==> src/rtl/vdet_pkg.sv <==
// constants for the supply excursion detector
package vdet_pkg;
  // register indices on the plain register port
  localparam logic [2:0] ADDR_CONTROL = 3'h0;
  localparam logic [2:0] ADDR_FLAGS = 3'h1;
  localparam logic [2:0] ADDR_ENABLES = 3'h2;
  localparam logic [2:0] ADDR_CORE = 3'h3;
  localparam logic [2:0] ADDR_STATUS = 3'h4;
  localparam logic [2:0] ADDR_MASK = 3'h5;
  // control register fields
  localparam int LEVEL_LSB = 0;
  localparam int LEVEL_W = 4;
  localparam int POWER_BIT = 4;
  localparam int READY_BIT = 5;
  localparam int UNUSED_BIT = 6;
  localparam int DIR_BIT = 7;
  localparam logic [7:0] CONTROL_RESET = 8'h05;
  localparam logic [7:0] CONTROL_WMASK = 8'h9F;
  localparam logic [3:0] LEVEL_EXTERNAL = 4'hF;
  // flag / enable / core interrupt fields
  localparam int EVENT_BIT = 2;
  localparam int GLOBAL_BIT = 7;
  localparam int PERIPH_BIT = 6;
  // local status / mask fields
  localparam int ST_EVENT = 0;
  localparam int ST_READY = 1;
  localparam int ST_W = 2;
  // reference settle time
  localparam int SETTLE_NS = 20000;
  localparam int CLK_PERIOD_NS = 20;
  localparam int SETTLE_CYCLES = (SETTLE_NS + CLK_PERIOD_NS - 1)
                                 / CLK_PERIOD_NS;
endpackage : vdet_pkg

==> src/rtl/supply_excursion_detector.sv <==
// control and event logic of the supply excursion detector
// Behaviour
// - The detector runs only while the power-enable bit is set.
// - A read-only ready flag rises after a settle interval on each enable.
// - The event flag cannot set until the ready flag is set.
// - Direction clear watches for falls, set watches for rises.
// - Reaching the trip level exactly counts as an event only when watching for rises.
// - A four-bit level field picks one of sixteen settings, 0 low, 14 high.
// - Level all ones selects the external detect input pin.
// - A qualifying event sets the event flag in the second flag register.
// - The request reaches the core only with event, periph, global enables.
// - Bit 6 of the control register reads zero and ignores writes.
// - The settle interval is a fixed clock count, SETTLE_CYCLES, not a measured time.
// - The event flag is eligible only after the settle time has passed.
//
// Implementation choices: the register addresses and strobed register access.
`timescale 1ns/1ps
module supply_excursion_detector #(
  parameter int SETTLE_CYCLES = vdet_pkg::SETTLE_CYCLES
) (
  // clock and reset
  input wire logic sys_clk_i,
  input wire logic rst_n_i,
  // register port
  input wire logic [2:0] reg_addr_i,
  input wire logic [7:0] reg_wdata_i,
  input wire logic reg_wr_i,
  input wire logic reg_rd_i,
  output logic [7:0] reg_rdata_o,
  // analog front end
  input wire logic trip_compare_i,
  input wire logic ext_compare_i,
  output logic detector_power_enable_o,
  output logic [3:0] trip_level_field_o,
  output logic external_select_o,
  output logic excursion_direction_select_o,
  // interrupts
  output logic voltage_event_req_o,
  output logic irq_o
);
  // settle sequencer states
  typedef enum logic [1:0] {
    DET_OFF,
    DET_SETTLING,
    DET_ARMED
  } det_state_e;

  // software visible registers
  logic [7:0] voltage_detect_control;
  logic [7:0] periph_flag_reg_two;
  logic [7:0] periph_enable_reg_two;
  logic [7:0] core_interrupt_control;
  logic [vdet_pkg::ST_W-1:0] status;
  logic [vdet_pkg::ST_W-1:0] mask;

  // settle sequencer
  det_state_e det_state;
  logic [31:0] settle_cnt;
  logic reference_ready_flag;
  logic ready_q;

  // comparator path
  logic trip_sync;
  logic ext_sync;

  // decoded fields and event qualification
  logic power_en;
  logic direction;
  logic [3:0] level;
  logic above;
  logic hit;
  logic event_set;
  logic ready_rise;

  // register write strobes
  logic wr_ctl;
  logic wr_flags;
  logic wr_status;
  logic wr_enables;
  logic wr_core;
  logic wr_mask;

  // one register-port strobe aimed at one index
  function automatic logic bus_hit(input logic strobe,
                                   input logic [2:0] addr,
                                   input logic [2:0] index);
    return strobe && (addr == index);
  endfunction : bus_hit

  // all-ones level hands the comparator to the external pin
  function automatic logic is_external(input logic [3:0] lvl);
    return lvl == vdet_pkg::LEVEL_EXTERNAL;
  endfunction : is_external

  // settle interval over once the count reaches its end point
  function automatic logic settle_done(input logic [31:0] cnt);
    return cnt >= 32'(SETTLE_CYCLES - 1);
  endfunction : settle_done

  // control readback: spare bit reads low, ready comes from the sequencer
  function automatic logic [7:0] control_view(input logic [7:0] ctl,
                                              input logic ready);
    logic [7:0] view;
    view = ctl & vdet_pkg::CONTROL_WMASK;
    view[vdet_pkg::READY_BIT] = ready;
    view[vdet_pkg::UNUSED_BIT] = 1'b0;
    return view;
  endfunction : control_view

  assign power_en = voltage_detect_control[vdet_pkg::POWER_BIT];
  assign direction = voltage_detect_control[vdet_pkg::DIR_BIT];
  assign level = voltage_detect_control[vdet_pkg::LEVEL_LSB +:
                                        vdet_pkg::LEVEL_W];

  // write strobes decoded per register
  assign wr_ctl = bus_hit(reg_wr_i, reg_addr_i, vdet_pkg::ADDR_CONTROL);
  assign wr_flags = bus_hit(reg_wr_i, reg_addr_i, vdet_pkg::ADDR_FLAGS);
  assign wr_enables = bus_hit(reg_wr_i, reg_addr_i, vdet_pkg::ADDR_ENABLES);
  assign wr_core = bus_hit(reg_wr_i, reg_addr_i, vdet_pkg::ADDR_CORE);
  assign wr_status = bus_hit(reg_wr_i, reg_addr_i, vdet_pkg::ADDR_STATUS);
  assign wr_mask = bus_hit(reg_wr_i, reg_addr_i, vdet_pkg::ADDR_MASK);

  // comparator results cross into the clock domain
  vdet_sync u_trip_sync (
    .sys_clk_i(sys_clk_i),
    .rst_n_i(rst_n_i),
    .async_i(trip_compare_i),
    .sync_o(trip_sync)
  );
  vdet_sync u_ext_sync (
    .sys_clk_i(sys_clk_i),
    .rst_n_i(rst_n_i),
    .async_i(ext_compare_i),
    .sync_o(ext_sync)
  );

  // comparator high means supply at or above the trip point
  assign above = is_external(level) ? ext_sync
                                    : trip_sync;
  // equality counts only for rises, since the analog side reports ties as above
  assign hit = direction ? above : !above;
  assign event_set = power_en && reference_ready_flag && hit;

  // control register; ready and unused bits are not writable
  always_ff @(posedge sys_clk_i) begin
    if (!rst_n_i) begin
      voltage_detect_control <= vdet_pkg::CONTROL_RESET;
    end else if (wr_ctl) begin
      voltage_detect_control <= reg_wdata_i & vdet_pkg::CONTROL_WMASK;
    end
  end

  // settle sequencer restarts on every enable; counts SETTLE_CYCLES clocks, not a fixed time
  always_ff @(posedge sys_clk_i) begin
    if (!rst_n_i) begin
      det_state <= DET_OFF;
      settle_cnt <= 32'h0;
    end else if (!power_en) begin
      det_state <= DET_OFF;
      settle_cnt <= 32'h0;
    end else begin
      case (det_state)
        DET_OFF: begin
          // the enabling edge already counts as the first settle cycle
          settle_cnt <= 32'h1;
          det_state <= settle_done(32'h0) ? DET_ARMED : DET_SETTLING;
        end
        DET_SETTLING: begin
          if (settle_done(settle_cnt)) begin
            det_state <= DET_ARMED;
          end else begin
            settle_cnt <= settle_cnt + 32'h1;
          end
        end
        DET_ARMED: begin
          settle_cnt <= settle_cnt;
        end
        default: begin
          det_state <= DET_OFF;
        end
      endcase
    end
  end

  // ready is the armed state; a disable drops it on the next edge
  assign reference_ready_flag = (det_state == DET_ARMED);

  // event flag sticks; hardware set wins over a software clear
  always_ff @(posedge sys_clk_i) begin
    if (!rst_n_i) begin
      periph_flag_reg_two <= 8'h00;
    end else begin
      if (wr_flags) begin
        periph_flag_reg_two <= reg_wdata_i;
      end
      if (event_set) begin
        periph_flag_reg_two[vdet_pkg::EVENT_BIT] <= 1'b1;
      end
    end
  end

  // peripheral enables, written whole
  always_ff @(posedge sys_clk_i) begin
    if (!rst_n_i) begin
      periph_enable_reg_two <= 8'h00;
    end else if (wr_enables) begin
      periph_enable_reg_two <= reg_wdata_i;
    end
  end

  // core interrupt control, global and peripheral gates
  always_ff @(posedge sys_clk_i) begin
    if (!rst_n_i) begin
      core_interrupt_control <= 8'h00;
    end else if (wr_core) begin
      core_interrupt_control <= reg_wdata_i;
    end
  end

  // local interrupt mask, only the implemented bits are kept
  always_ff @(posedge sys_clk_i) begin
    if (!rst_n_i) begin
      mask <= '0;
    end else if (wr_mask) begin
      mask <= reg_wdata_i[vdet_pkg::ST_W-1:0];
    end
  end

  // sticky local status, write one to clear, set wins
  always_ff @(posedge sys_clk_i) begin
    if (!rst_n_i) begin
      ready_q <= 1'b0;
      status <= '0;
    end else begin
      ready_q <= reference_ready_flag;
      for (int i = 0; i < vdet_pkg::ST_W; i++) begin
        if (wr_status && reg_wdata_i[i]) begin
          status[i] <= 1'b0;
        end
      end
      if (event_set) begin
        status[vdet_pkg::ST_EVENT] <= 1'b1;
      end
      if (ready_rise) begin
        status[vdet_pkg::ST_READY] <= 1'b1;
      end
    end
  end
  assign ready_rise = reference_ready_flag && !ready_q;

  // request to the core, registered; all three gates must be open
  always_ff @(posedge sys_clk_i) begin
    if (!rst_n_i) begin
      voltage_event_req_o <= 1'b0;
    end else begin
      voltage_event_req_o <=
        periph_flag_reg_two[vdet_pkg::EVENT_BIT] &&
        periph_enable_reg_two[vdet_pkg::EVENT_BIT] &&
        core_interrupt_control[vdet_pkg::PERIPH_BIT] &&
        core_interrupt_control[vdet_pkg::GLOBAL_BIT];
    end
  end

  // local interrupt, high while an unmasked status bit is set
  always_ff @(posedge sys_clk_i) begin
    if (!rst_n_i) begin
      irq_o <= 1'b0;
    end else begin
      irq_o <= |(status & mask);
    end
  end

  // analog controls, registered
  always_ff @(posedge sys_clk_i) begin
    if (!rst_n_i) begin
      detector_power_enable_o <= 1'b0;
      trip_level_field_o <= 4'h0;
      external_select_o <= 1'b0;
      excursion_direction_select_o <= 1'b0;
    end else begin
      detector_power_enable_o <= power_en;
      trip_level_field_o <= level;
      external_select_o <= is_external(level);
      excursion_direction_select_o <= direction;
    end
  end

  // read data one cycle after the strobe; unmapped reads zero
  always_ff @(posedge sys_clk_i) begin
    if (!rst_n_i) begin
      reg_rdata_o <= 8'h00;
    end else if (reg_rd_i) begin
      case (reg_addr_i)
        vdet_pkg::ADDR_CONTROL: begin
          reg_rdata_o <= control_view(voltage_detect_control,
                                      reference_ready_flag);
        end
        vdet_pkg::ADDR_FLAGS: reg_rdata_o <= periph_flag_reg_two;
        vdet_pkg::ADDR_ENABLES: reg_rdata_o <= periph_enable_reg_two;
        vdet_pkg::ADDR_CORE: reg_rdata_o <= core_interrupt_control;
        vdet_pkg::ADDR_STATUS: reg_rdata_o <= {6'h00, status};
        vdet_pkg::ADDR_MASK: reg_rdata_o <= {6'h00, mask};
        default: reg_rdata_o <= 8'h00;
      endcase
    end else begin
      reg_rdata_o <= 8'h00;
    end
  end
endmodule : supply_excursion_detector

==> src/rtl/vdet_sync.sv <==
// two-flop synchroniser for the comparator result
`timescale 1ns/1ps
module vdet_sync (
  // clock and reset
  input wire logic sys_clk_i,
  input wire logic rst_n_i,
  // async level in, synchronised level out
  input wire logic async_i,
  output logic sync_o
);
  logic meta;

  // first stage feeds only the second
  always_ff @(posedge sys_clk_i) begin
    if (!rst_n_i) begin
      meta <= 1'b0;
      sync_o <= 1'b0;
    end else begin
      meta <= async_i;
      sync_o <= meta;
    end
  end
endmodule : vdet_sync

==> config.mk <==
export PLATFORM = sky130hd
export DESIGN_NAME = supply_excursion_detector
export DESIGN_NICKNAME = d
export VERILOG_FILES = /design/src/rtl/vdet_pkg.sv /design/src/rtl/supply_excursion_detector.sv /design/src/rtl/vdet_sync.sv
export SDC_FILE = /design/constraint.sdc
export NUM_CORES = 1
export LEC_CHECK = 0
export BUFFER_PORTS_ARGS = -buffer_cell sky130_fd_sc_hd__buf_2
export CORE_UTILIZATION = 55
export CTS_CLUSTER_DIAMETER = 80
export DETAILED_ROUTE_END_ITERATION = 16
export HOLD_SLACK_MARGIN = 0.1
export PLACE_DENSITY = 0.75
export SETUP_SLACK_MARGIN = 0.3
export SLEW_MARGIN = 40
export SYNTH_ARGS = -nofsm -noshare
export SYNTH_HDL_FRONTEND = slang
export SYNTH_HIERARCHICAL = 1
export SYNTH_SLANG_ARGS = --single-unit
==> constraint.sdc <==
create_clock -name sys_clk_i -period 4.1 [get_ports sys_clk_i]
set_input_delay 0.205 -clock sys_clk_i [delete_from_list [all_inputs] [get_ports sys_clk_i]]
set_output_delay 0.205 -clock sys_clk_i [all_outputs]
set_load 0.005 [all_outputs]
# Yosys cells after proc, flatten, opt, wreduce, memory -nomap -nowiden
# Index checks and enable logic that the tools add are counted.
dict set report word_totals {
  regBits 90
  input_bits 17
  elab_cells 76
}
dict set report op_classes {
  n_addsub 1
  n_lt_le_gt_ge 1
  eq_ne 10
  mux 13
  bitwise_logic 2
  n_reduce_logical 27
}
# operator count
set op_table {}
lappend op_table {{32-bit case mux with 2 select lines} 1}
lappend op_table {{8-bit case mux with 6 select lines} 1}
lappend op_table {{32-bit by 1-bit adder with 32-bit output (second input constant)} 1}
lappend op_table {{32-bit by 10-bit >= comparator with 1-bit output (second input constant)} 1}
lappend op_table {{32-bit two-way mux} 1}
lappend op_table {{1-bit logical AND} 14}
lappend op_table {{2-bit AND reduction} 4}
lappend op_table {{2-bit nonzero test} 4}
lappend op_table {{1-bit two-way mux} 7}
lappend op_table {{3-bit by 2-bit equality test with 1-bit output (second input constant)} 2}
lappend op_table {{3-bit equality test (second input constant)} 2}
lappend op_table {{2-bit case mux with 3 select lines} 1}
lappend op_table {{4-bit equality test (second input constant)} 1}
lappend op_table {{2-bit inequality test (second input constant)} 2}
lappend op_table {{3-bit by 1-bit equality test with 1-bit output (second input constant)} 1}
lappend op_table {{3-bit zero test} 1}
lappend op_table {{3-bit two-way mux} 1}
lappend op_table {{2-bit AND} 1}
lappend op_table {{2-bit by 1-bit equality test with 1-bit output (second input constant)} 1}
lappend op_table {{2-bit equality test (second input constant)} 1}
lappend op_table {{1-bit zero test} 2}
lappend op_table {{2-bit zero test} 1}
lappend op_table {{2-bit two-way mux} 1}
lappend op_table {{2-bit OR reduction} 1}
lappend op_table {{1-bit NOT} 1}

# Longest topological paths before layout
# Gate-level depths: netlist of run 1.
dict set report depth {
  depth_word 6
  depth_mapped 7
  mapped_depth_nobuf 6
}

# Modules after synthesis
# Netlist of run 1, hierarchy kept.
# mod n_inst cells_per_inst area_each_um2 seq_area_each_um2
set by_module_without_submodules {}
lappend by_module_without_submodules {supply_excursion_detector 1 365 3318.2 1721.7}
lappend by_module_without_submodules {vdet_sync 2 4 52.6 40.0}

# Least setup slack after synthesis of run 1
# Ideal clock, no wire load.
dict set report synth_timing {
  kind {reg-to-reg}
  from {register settle_cnt[0]}
  to {register settle_cnt[7]}
  setup_ns 0.116
  arrival_time_ns 1.640
  t_required_ns 3.984
  slack_ns 2.345
  stages_incl_launch_ff 8
  path_buffers 1
  period_less_slack_ns 1.755
  path_cell_list {dfxtp_1 > ha_1 > a211oi_1 > nor4b_2 > o32ai_2 > buf_6 > a21oi_1 > a31o_1}
}
dict set report synth_via {
  elab_chain_len 3
  elab_cells_between_ends 6
}
# item line
set synth_rtl {}
lappend synth_rtl {{from (decl)} supply_excursion_detector.sv:58} ;# logic [31:0] settle_cnt;
lappend synth_rtl {{from (signal assigned)} supply_excursion_detector.sv:172} ;# settle_cnt <= settle_cnt + 32'h1;
lappend synth_rtl {{from (signal assigned)} supply_excursion_detector.sv:176} ;# settle_cnt <= settle_cnt;
lappend synth_rtl {{32-bit by 1-bit adder with 32-bit output / 32-bit by 10-bit >= comparator with 1-bit output (equally long branches)} {supply_excursion_detector.sv:172, supply_excursion_detector.sv:97}}
lappend synth_rtl {{32-bit two-way mux / 2-bit inequality test (equally long branches)} --}
lappend synth_rtl {{32-bit case mux with 2 select lines / 2-bit AND reduction (equally long branches)} --}
# Parallel ways exist; a longest one is shown, timed or not. The select of a mux whose other input is x is not followed.
# A chain may end at the register's enable or synchronous reset.

# Final worst setup path of run 1
dict set report layout_timing {
  from {register settle_cnt[0]}
  to {register det_state[1]}
}
dict set report layout_via {
  elab_chain_len 3
}
# item line
set layout_rtl {}
lappend layout_rtl {{32-bit by 10-bit >= comparator with 1-bit output} supply_excursion_detector.sv:97} ;# return cnt >= 32'(SETTLE_CYCLES - 1);
lappend layout_rtl {{2-bit inequality test (no line)} --}
lappend layout_rtl {{2-bit AND reduction (no line)} --}
lappend layout_rtl {{to (signal assigned)} supply_excursion_detector.sv:166} ;# det_state <= settle_done(32'h0) ? DET_ARMED : DET_SETTLING;
lappend layout_rtl {{to (decl)} supply_excursion_detector.sv:57} ;# det_state_e det_state;
# Every way passes these cells.

==> impl_metrics.py, run 1 <==
metrics = {
    "run_status": {
        "status": "finished, final reports clean",
    },
    "setup_path": {
        "worstPathArrival_ns": 2.29,
        "crit_family": "simple AND/OR/NAND/NOR gates",
        "worstPathRequired_ns": 4.38,
        "cpMaxStageDelayCell": "nor4b_2",
        "cp-start-kind": "flip-flop",
        "path_buf_inv": 0,
        "crit_chain": "ha_1 > a211oi_1 > nor4b_2 > nor3_2 > or3b_1 > a21oi_1",
        "end_kind": "flip-flop",
        "path_class": "reg -> reg",
        "max_stage_delay_ns": 0.52,
        "critPathMaxFanout": 7,
    },
    "synth": {
        "synth_warnings": 6,
        "async_reset_ff_frac": 0,
        "ys_dominant_reg_cell": "dfxtp_1",
        "ys_types": 44,
        "yosysSeqAreaShare": 0.526,
        "syn-num-nets": 391,
        "synth-seq-cells": 90,
        "netlist_area_um2": 3420,
        "netlist_instances": 373,
        "syn_area_per_cell_um2": 9.18,
        "synth_edf_count": 0,
    },
    "clock_tree": {
        "cts_buffers": 9,
        "cts_tree": "yes",
        "htreeDepth": 3,
        "insertion_delay_ns": 0.36,
        "clkSinkCount": 90,
        "cts_buffer_depth": 2,
        "cts.repair.resized": 0,
        "path_clk_slew_ns": 0.08,
        "cts-root-buf": "clkbuf_8",
    },
    "drt": {
        "dr_total_vias": 2687,
        "drtAntennaViolNets": 0,
        "post_drt_wl_per_cell_um": 14.6,
        "drc_errors": 0,
        "routed_wirelength_um": 7060,
        "dr.pass1.iters": 4,
        "viasPerCell": 5.56,
        "drt_iter0_markers": 128,
    },
    "power": {
        "power.leakage_nw": 1.49,
        "power_density_nw_per_um2": 405,
        "peakVddDrop_v": 0.000303,
    },
    "sta": {
        "setup_violations": 0,
        "finalCriticalPeriod_ns": 2.01,
        "hold_viol": 0,
        "skew_ns": 0.0119,
        "clock.fmax_ghz": 0.496,
        "min_period_over_period": 0.491,
        "slew_headroom": 0.492,
        "rsz0062_at_grt": "false",
        "slew_viol_final": 0,
        "tns_ns": 0,
        "max_slew.worst_pin.slew_ns": 0.757,
    },
    "layout": {
        "final_area_um2": 3860,
        "drive_above_1_share": 0.157,
        "area_growth_pct": 12.6,
        "finalNetCount": 421,
        "num-fill-cells": 526,
        "diodes": 0,
    },
    "grt": {
        "grt_pass1_vias": 2588,
        "grt_usage": 0.238,
        "antenna_found_initial": 0,
        "grt_pass1_wl_um": 11600,
        "grt_max_degree": 35,
        "overflow": 0,
    },
    "placement": {
        "io_buffers": 33,
        "dpl.hpwl_um": 4750,
        "place.gp.congestion": 0.830,
        "placed_area_um2": 3610,
    },
    "floorplan": {
        "die_x_um": 80.9,
        "core_um2": 5960,
        "fp.dieH_um": 80.9,
        "dieArea_um2": 6540,
        "ios": 34,
        "start_util": 0.575,
        "fp-row-count": 28,
    },
    "min_path": {
        "hold_path_class": "in -> reg",
    },
    "flow_run": {
        "max_cap_violations": 0,
    },
}
[worst reg2reg max path, cell delays in order (launching register included)]
cell and delay (ns):
dfxtp_1 0.39, ha_1 0.24, a211oi_1 0.10, nor4b_2 0.52, nor3_2 0.18, or3b_1 0.38, a21oi_1 0.13
[state kept, by name, summed over array words and instances, names as in the netlist, 2 cells and up]
| register | count |
|---|---|
| mask | 2 |
| trip_level_field_o | 4 |
| periph_enable_reg_two | 8 |
| status | 2 |
| voltage_detect_control | 6 |
| periph_flag_reg_two | 8 |
| core_interrupt_control | 8 |
| det_state | 2 |
| reg_rdata_o | 8 |
| settle_cnt | 32 |
[metrics by stage]
step	hold WS (ns)	instances	setup WS [ns]	util	power, mW
after floorplan	0.327	373	2.34	-	0.951
after global placement	0.409	464	1.99	0.606	0.976
after detailed placement	0.412	464	1.94	0.606	0.976
after CTS	0.111	483	1.92	0.646	1.57
after global routing	0.105	483	1.91	0.647	1.63
final	0.123	483	2.09	0.647	1.56
[cell usage after synthesis (all sizes together) (4+ instances only)]
| cell type | instances | share of area |
|---|---|---|
| o21ai | 5 | 0.0073 |
| nand3 | 13 | 0.019 |
| clkbuf | 12 | 0.013 |
| a21oi | 33 | 0.048 |
| nand4 | 10 | 0.018 |
| a22oi | 4 | 0.0088 |
| nor4 | 6 | 0.011 |
| buf | 5 | 0.0088 |
| nand2 | 65 | 0.071 |
| dfxtp | 90 | 0.53 |
| and2 | 30 | 0.055 |
| nor2 | 31 | 0.034 |
| mux4 | 4 | 0.026 |
| inv | 4 | 0.0044 |
| and3 | 6 | 0.011 |
| a31o | 4 | 0.010 |
| mux2i | 9 | 0.026 |
| nor2b | 6 | 0.011 |
[layout make-up]
class / instances / area [um2] / area share
clock buffer: 10 / 138 / 0.0357
clock inverter: 6 / 66.3 / 0.0172
inverter: 5 / 20.0 / 0.00519
multi-input combinational: 261 / 1540 / 0.400
sequential: 90 / 1800 / 0.467
tap: 75 / 93.8 / 0.0243
timing repair buffer: 36 / 195 / 0.0506
[repair_timing]
action,CTS,global route
setup endpoints to repair,0,0
hold buffers,3,0
hold endpoints to repair,5,0
buffers inserted,0,0
[cells by family after synthesis]
family	after synthesis	share of synthesized area
DFF	90	0.526
and+or+nand+nor	182	0.266
xor gates and xnor gates	2	0.00512
muxes	16	0.0625
buffers and inverters	22	0.0274
adders and majority gates	1	0.00365
AOI/OAI and AO/OA	60	0.109
[placed cells by master, fill, tap and decap left out, types with 3 or more instances in the layout]
cell	count
nor4_1	6
a41oi_1	3
mux2i_1	9
clkinvlp_4	3
nor2b_1	6
nand2_1	65
mux4_2	4
dlygate4sd3_1	3
a31oi_1	3
a21oi_1	33
inv_1	4
and3_1	6
a31o_1	3
nor2_1	30
mux2_2	3
buf_2	33
clkbuf_8	10
o21ai_0	4
a211oi_1	3
nand4_1	10
and2_1	30
nand3_1	13
a22oi_1	4
dfxtp_1	90
[worst paths after layout]
kind | startpoint | end | slack (ns) | cells past startpoint
worst min-delay path | reg_wdata_i[3] | periph_flag_reg_two[3]$_SDFFE_PN0P_ | 0.12 | 3
worst max-delay path | settle_cnt[0]$_SDFFE_PN0P_ | det_state[1]$_SDFFE_PN0P_ | 2.09 | 6
worst min register to register | u_ext_sync/meta$_SDFF_PN0_ | u_ext_sync/sync_o$_SDFF_PN0_ | 0.43 | 1
worst max register to register | settle_cnt[0]$_SDFFE_PN0P_ | det_state[1]$_SDFFE_PN0P_ | 2.09 | 6
[per-layer routing]
metal	global-route usage	vias to the layer above	routed length (um)
met5	0	-	0
met4	0.0857	0	81
met3	0.0865	10	332
met2	0.413	64	3700
met1	0.267	1260	2940
li1	-	1353	-
[power by group]
group          total [mW]  leakage [nW]  switching [mW]  internal (mW)
Sequential          0.891         0.728         0.00594          0.885
Combinational      0.0678         0.665          0.0419         0.0260
Clock               0.602        0.0945           0.305          0.298
Power figures use the tool's default switching activity.
==> run 2: changes to the inputs <==
--- a/config.mk
+++ b/config.mk
@@ -5,6 +5,7 @@
 export SDC_FILE = /design/constraint.sdc
 export NUM_CORES = 1
 export LEC_CHECK = 0
+export ABC_AREA = 1
 export BUFFER_PORTS_ARGS = -buffer_cell sky130_fd_sc_hd__buf_2
 export CORE_UTILIZATION = 55
 export CTS_CLUSTER_DIAMETER = 80
==> constraint.sdc (replaced) <==
create_clock -name sys_clk_i -period 1.9 [get_ports sys_clk_i]
set_input_delay 0.095 -clock sys_clk_i [delete_from_list [all_inputs] [get_ports sys_clk_i]]
set_output_delay 0.095 -clock sys_clk_i [all_outputs]
set_load 0.005 [all_outputs]
==> run 2 against run 1 <==
  * Non-clock buffer count grew 16
  * Via count grew 11%
  * Register-to-register slack lost 1.7 ns
  * Sequential share of layout area shrank 2.3 points
  * Cell count grew 21%
  * Combinational power grew to 2.8 times the previous value
  * Global-route usage shrank 0.26 points
  * Design area grew 5.2%
  * Area after synthesis grew 1.2%
  * Sequential power grew 120%
  * Synthesized cell count grew 21%
  * Critical path depth grew 4
  * Critical endpoint is now det_state[0]$_SDFFE_PN0P_
==> impl_metrics.py, run 2 <==
metrics = {
    "drt": {
        "drtAntennaViolNets": 0,
        "drc_errors": 0,
        "routed_wirelength_um": 7240,
        "viasPerCell": 5.11,
        "dr.pass1.iters": 4,
        "dr_total_vias": 2987,
        "post_drt_wl_per_cell_um": 12.4,
        "drt_iter0_markers": 224,
    },
    "synth": {
        "synth_area_leaders": "dfxtp_1 (52%), nand2_1 (9.3%), nor2_1 (7.4%)",
        "ys_types": 35,
        "async_reset_ff_frac": 0,
        "netlist_area_um2": 3460,
        "synth_top_area_share": 0.520,
        "yosysSeqAreaShare": 0.520,
        "syn-num-nets": 470,
        "ys_dominant_reg_cell": "dfxtp_1",
        "synth_common_cells": "dfxtp_1 (90), nand2_1 (86), nor2_1 (68)",
        "synth_edf_count": 0,
        "syn_area_per_cell_um2": 7.66,
        "yosysTopAreaCell": "dfxtp_1",
        "synth.most_common_cell": "dfxtp_1",
        "synth-seq-cells": 90,
        "netlist_instances": 452,
        "synth_warnings": 6,
    },
    "setup_path": {
        "crit_top_cell": "nand2_1",
        "critPathMaxFanout": 14,
        "r2r_slack_ns": 0.38,
        "worst_r2r_endpoint": "det_state[0]$_SDFFE_PN0P_",
        "worstPathArrival_ns": 1.78,
        "cpMaxStageDelayCell": "dfxtp_1",
        "cp-start-kind": "flip-flop",
        "worstPathRequired_ns": 2.15,
        "path_class": "reg -> reg",
        "crit_chain": "ha_1 > nand2_1 > nand2_1 > nand3_2 > nand2_4 > nor2_8 > nor2_4 > buf_12 > buf_4 > nor2_2",
        "max_stage_delay_ns": 0.40,
        "end_kind": "flip-flop",
        "ff2ff_path_depth": 10,
        "rr_startpoint": "settle_cnt[0]$_SDFFE_PN0P_",
    },
    "layout": {
        "area_growth_pct": 17.1,
        "finalNetCount": 522,
        "final_area_um2": 4060,
        "final_common_cell": "dfxtp_1",
        "drive_above_1_share": 0.143,
        "final_cell_mix": "dfxtp_1 (90), nand2_1 (86), nor2_1 (68), inv_1 (59), a21oi_1 (39)",
        "largest_reg_flops": 32,
        "diodes": 0,
        "num-fill-cells": 512,
        "regMostFlops": "settle_cnt",
    },
    "power": {
        "power_mw": 3.45,
        "switching_share": 0.235,
        "clkPwrFrac": 0.384,
        "power.switching_mw": 0.811,
        "power.leakage_nw": 1.64,
        "seq_power_share": 0.561,
        "peakVddDrop_v": 0.000579,
        "p_comb_frac": 0.055,
        "power_density_nw_per_um2": 850,
        "p_int_mw": 2.64,
    },
    "grt": {
        "overflow": 0,
        "grt_pass1_vias": 2606,
        "grt_usage": 0.236,
        "grt_max_degree": 30,
        "grt_pass1_wl_um": 11800,
        "antenna_found_initial": 0,
    },
    "flow_run": {
        "max_cap_violations": 0,
    },
    "min_path": {
        "hold_start": "reg_wr_i",
        "hold_path_class": "in -> reg",
        "worstHoldPathCells": 3,
        "min_to": "mask[1]$_SDFFE_PN0P_",
    },
    "sta": {
        "setup_violations": 0,
        "tns_ns": 0,
        "slew_headroom": 0.683,
        "hold_viol": 0,
        "slew_viol_final": 0,
        "skew_ns": 0.00866,
        "clock.fmax_ghz": 0.656,
        "finalCriticalPeriod_ns": 1.52,
        "max_slew.worst_pin.slew_ns": 0.475,
        "rsz0062_at_grt": "true",
        "fin_ws_ns": 0.376,
        "min_period_over_period": 0.802,
    },
    "floorplan": {
        "fp-row-count": 28,
        "ios": 34,
        "start_util": 0.578,
        "die_x_um": 81.4,
        "dieArea_um2": 6620,
        "fp.dieH_um": 81.4,
        "core_um2": 5990,
    },
    "clock_tree": {
        "htreeDepth": 3,
        "cts-root-buf": "clkbuf_8",
        "path_clk_slew_ns": 0.09,
        "insertion_delay_ns": 0.36,
        "cts_buffers": 9,
        "cts_buffer_depth": 2,
        "cts_tree": "yes",
        "clkSinkCount": 90,
    },
    "run_status": {
        "status": "finished, final reports clean",
    },
    "placement": {
        "place.gp.congestion": 0.886,
        "placed_area_um2": 3690,
        "preCtsSetupSlack_ns": 0.356,
        "io_buffers": 33,
        "dpl.hpwl_um": 4780,
    },
}
run 2: changes by cell type in the layout (fill, tap and decap cells not counted), sizes merged, moves of 7 or more:
cell and change:
inv +58, nor2 +44, and2 -30, o21ai +27
nand2 +26, dlygate4sd3 +10, mux2i -9, nand3 +7
nand4 -7, o22ai +7
run 2: worst max-delay path: cells and delay by family, from the launching register on:
kind          cells  cell delay (ns)
buf+inv           2             0.25
fa+ha+maj         1             0.19
simple gates      7             0.58
flops             1             0.40
run 2: final cells by class:
class	count	area, um2	area share
Sequential cell	90	1800	0.444
Tap cell	75	93.8	0.0231
Multi-Input combinational cell	288	1370	0.337
Clock buffer	10	138	0.0339
Clock inverter	6	65.1	0.0160
Timing Repair Buffer	52	353	0.0870
Inverter	63	236	0.0583
run 2: cell families after synthesis:
logic type / Yosys count / synth area share
AOI/OAI and AO/OA: 91 / 0.146
xor gates and xnor gates: 1 / 0.00253
adders and majority gates: 1 / 0.00361
buffers and inverters: 74 / 0.0849
DFF: 90 / 0.520
and+or+nand+nor: 195 / 0.243
run 2: power groups by stage:
stage	sequential [mW]	combinational (mW)	clock, mW
5_1_grt	1.94	0.214	1.42
3_5_place_dp	1.98	0.166	0
6_report	1.93	0.190	1.32
2_1_floorplan	1.98	0.104	0
3_3_place_gp	1.98	0.163	0
4_1_cts	1.93	0.186	1.34
run 2: worst max-delay path by stage:
stage,from,end,slack (ns),cells past startpoint
6_report,settle_cnt[0]$_SDFFE_PN0P_,det_state[0]$_SDFFE_PN0P_,0.38,10
4_1_cts,settle_cnt[0]$_SDFFE_PN0P_,settle_cnt[12]$_SDFFE_PN0P_,0.34,9
2_1_floorplan,settle_cnt[0]$_SDFFE_PN0P_,settle_cnt[22]$_SDFFE_PN0P_,0.54,10
3_5_place_dp,settle_cnt[0]$_SDFFE_PN0P_,settle_cnt[12]$_SDFFE_PN0P_,0.36,9
3_3_place_gp,settle_cnt[0]$_SDFFE_PN0P_,settle_cnt[1]$_SDFFE_PN0P_,0.42,9
5_1_grt,det_state[0]$_SDFFE_PN0P_,det_state[0]$_SDFFE_PN0P_,0.29,10
run 2: timing repair:
item | 4_1_cts | 5_1_grt
buffers inserted | 0 | 2
setup endpoints to repair | 0 | 13
hold buffers | 13 | 0
resized for setup | 0 | 0
hold endpoints to repair | 30 | 0
run 2: layer usage:
| layer | vias to the layer above | routed length (um) | GRT usage |
|---|---|---|---|
| li1 | 1546 | - | - |
| met1 | 1354 | 3480 | 0.328 |
| met2 | 77 | 3260 | 0.345 |
| met3 | 10 | 380 | 0.0618 |
| met4 | 0 | 115 | 0.0893 |
| met5 | - | 0 | 0 |
run 2: through the flow:
step | util | instances | hold slack (ns)
final | 0.677 | 584 | 0.143
after global placement | 0.617 | 553 | 0.277
after CTS | 0.672 | 582 | 0.131
after detailed placement | 0.617 | 553 | 0.281
after global routing | 0.677 | 584 | 0.169
after floorplan | - | 452 | 0.188
==> run 3: changes to the inputs <==
==> constraint.sdc (replaced) <==
create_clock -name sys_clk_i -period 1.5 [get_ports sys_clk_i]
set_input_delay 0.075 -clock sys_clk_i [delete_from_list [all_inputs] [get_ports sys_clk_i]]
set_output_delay 0.075 -clock sys_clk_i [all_outputs]
set_load 0.005 [all_outputs]
==> run 3 against run 2 <==
  * Clock skew is 0.0011 ns lower
  * Critical path depth is 1 lower
  * Maximum frequency is 9.4% higher
  * Non-clock buffer count is 12 higher
  * Clock power is 37% higher
  * Combinational power is 39% higher
  * Register-to-register slack worse by 0.27 ns
  * Sequential cell count stayed put
  * Count of clock-buffer cells in the layout is 1 higher
  * Sequential share of layout area is 1.9 points lower
  * Cell count is 2.1% higher
  * Largest cell class unchanged
  * Largest power group unchanged
==> impl_metrics.py, run 3 (synthesis gave the netlist of run 2 again) <==
metrics = {
    "power": {
        "p_int_mw": 3.51,
        "power.leakage_nw": 1.72,
        "seq_power_share": 0.541,
        "peakVddDrop_v": 0.000749,
        "power_density_nw_per_um2": 1060,
        "clkPwrFrac": 0.400,
        "power_mw": 4.52,
        "switching_share": 0.224,
        "power.switching_mw": 1.01,
        "p_comb_frac": 0.058,
    },
    "setup_path": {
        "max_stage_delay_ns": 0.36,
        "cp-start-kind": "flip-flop",
        "crit_path_start": "settle_cnt[0]$_SDFFE_PN0P_",
        "path_buf_inv": 1,
        "critPathMaxFanout": 9,
        "worstPathArrival_ns": 1.69,
        "crit_chain": "ha_4 > nand2_2 > nand2_2 > nand3_4 > nand2_4 > nor2_8 > buf_12 > nand3_1 > a21oi_2",
        "rr_startpoint": "settle_cnt[0]$_SDFFE_PN0P_",
        "path_class": "reg -> reg",
        "cpMaxStageDelayCell": "dfxtp_4",
        "crit_top_cell": "nand2_2",
        "worstPathRequired_ns": 1.80,
        "end_kind": "flip-flop",
        "crit_family": "simple AND/OR/NAND/NOR gates",
    },
    "placement": {
        "placed_area_um2": 3800,
        "io_buffers": 33,
        "dpl.hpwl_um": 5090,
        "preCtsSetupSlack_ns": 0.0686,
        "place.gp.congestion": 0.874,
    },
    "drt": {
        "routed_wirelength_um": 7760,
        "viasPerCell": 5.20,
        "drt_iter0_markers": 158,
        "dr.pass1.iters": 5,
        "drtAntennaViolNets": 0,
        "dr_total_vias": 3100,
        "post_drt_wl_per_cell_um": 13.0,
        "drc_errors": 0,
    },
    "layout": {
        "final_area_um2": 4280,
        "finalNetCount": 534,
        "regMostFlops": "settle_cnt",
        "area_growth_pct": 23.6,
        "drive_above_1_share": 0.217,
        "num-fill-cells": 463,
        "diodes": 0,
        "final_cell_mix": "nand2_1 (81), dfxtp_1 (78), nor2_1 (64), inv_1 (57), a21oi_1 (36)",
        "final_common_cell": "nand2_1",
        "largest_reg_flops": 32,
    },
    "floorplan": {
        "core_um2": 5990,
        "die_x_um": 81.4,
        "ios": 34,
        "fp.dieH_um": 81.4,
        "start_util": 0.578,
        "dieArea_um2": 6620,
        "fp-row-count": 28,
    },
    "min_path": {
        "hold_start": "reg_wr_i",
        "hold_path_class": "in -> reg",
    },
    "sta": {
        "finalCriticalPeriod_ns": 1.39,
        "max_slew.worst_pin.slew_ns": 0.294,
        "slew_headroom": 0.803,
        "hold_viol": 0,
        "tns_ns": 0,
        "skew_ns": 0.00758,
        "clock.fmax_ghz": 0.718,
        "slew_viol_final": 0,
        "holdWs_ns": 0.128,
        "rsz0062_at_grt": "true",
        "fin_ws_ns": 0.107,
        "min_period_over_period": 0.929,
        "setup_violations": 0,
    },
    "clock_tree": {
        "path_clk_slew_ns": 0.08,
        "cts_tree": "yes",
        "clkSinkCount": 90,
        "cts_buffer_depth": 2,
        "insertion_delay_ns": 0.36,
        "cts_buffers": 9,
        "cts-root-buf": "clkbuf_8",
        "htreeDepth": 3,
    },
    "grt": {
        "overflow": 0,
        "grt_pass1_vias": 2812,
        "grt_pass1_wl_um": 12500,
        "grt_max_degree": 22,
        "grt_usage": 0.248,
        "antenna_found_initial": 0,
    },
    "run_status": {
        "status": "finished, final reports clean",
    },
    "flow_run": {
        "max_cap_violations": 0,
    },
}
-- run 3: cell count changes in the layout (fill, tap and decap cells not counted), moves of 3 or more --
cell | before | now
dfxtp_1 | 90 | 78
a21oi_1 | 39 | 36
buf_4 | 5 | 16
nand2_1 | 86 | 81
dfxtp_2 | 0 | 10
nand2_2 | 4 | 8
a21oi_2 | 0 | 3
nor2_1 | 68 | 64
-- run 3: routing by layer --
| metal | global-route usage | part of all wire |
|---|---|---|
| met3 | 0.0416 | 0.041 |
| met4 | 0.105 | 0.017 |
| met1 | 0.329 | 0.47 |
| met5 | 0 | 0 |
| met2 | 0.397 | 0.47 |
-- run 3: worst reg2reg max path, stage by stage, from the launching register on --
cell	delay (ns)
dfxtp_4	0.36
ha_4	0.15
nand2_2	0.07
nand2_2	0.07
nand3_4	0.09
nand2_4	0.08
nor2_8	0.15
buf_12	0.13
nand3_1	0.09
a21oi_2	0.14
-- run 3: layout make-up --
cell class                      count  area, um2  share of cell area
Clock buffer                       11        141              0.0330
Clock inverter                      5       77.6              0.0181
Inverter                           63        239              0.0558
Multi-Input combinational cell    288       1450               0.339
Timing Repair Buffer               64        455               0.106
Tap cell                           75       93.8              0.0219
Sequential cell                    90       1820               0.425
-- run 3: power groups by stage --
stage / Sequential, mW / Clock [mW] / Combinational, mW
floorplan: 2.50 / 0 / 0.131
global placement: 2.50 / 0 / 0.218
detailed placement: 2.51 / 0 / 0.224
CTS: 2.45 / 1.84 / 0.255
global route: 2.45 / 1.92 / 0.291
finish: 2.45 / 1.81 / 0.264
-- run 3: worst paths after layout --
check | slack, ns | depth (start not counted) | end
worst min-delay path | 0.13 | 3 | mask[0]$_SDFFE_PN0P_
worst max register to register | 0.11 | 9 | settle_cnt[3]$_SDFFE_PN0P_
worst max-delay path | 0.11 | 9 | settle_cnt[3]$_SDFFE_PN0P_
worst min register to register | 0.42 | 2 | u_trip_sync/sync_o$_SDFF_PN0_
-- run 3: stage by stage --
step	utilization	instances
2_1_floorplan	-	452
3_3_place_gp	0.635	562
3_5_place_dp	0.635	562
4_1_cts	0.705	595
5_1_grt	0.715	596
6_report	0.715	596
-- run 3: repair_timing --
| action | CTS | global route |
|---|---|---|
| hold buffers | 13 | 1 |
| setup endpoints to repair | 23 | 29 |
| hold endpoints to repair | 33 | 1 |
| gates resized for setup | 14 | 21 |
| buffers inserted | 4 | 1 |
| pin swaps | 3 | 11 |
| cloned | 0 | 0 |
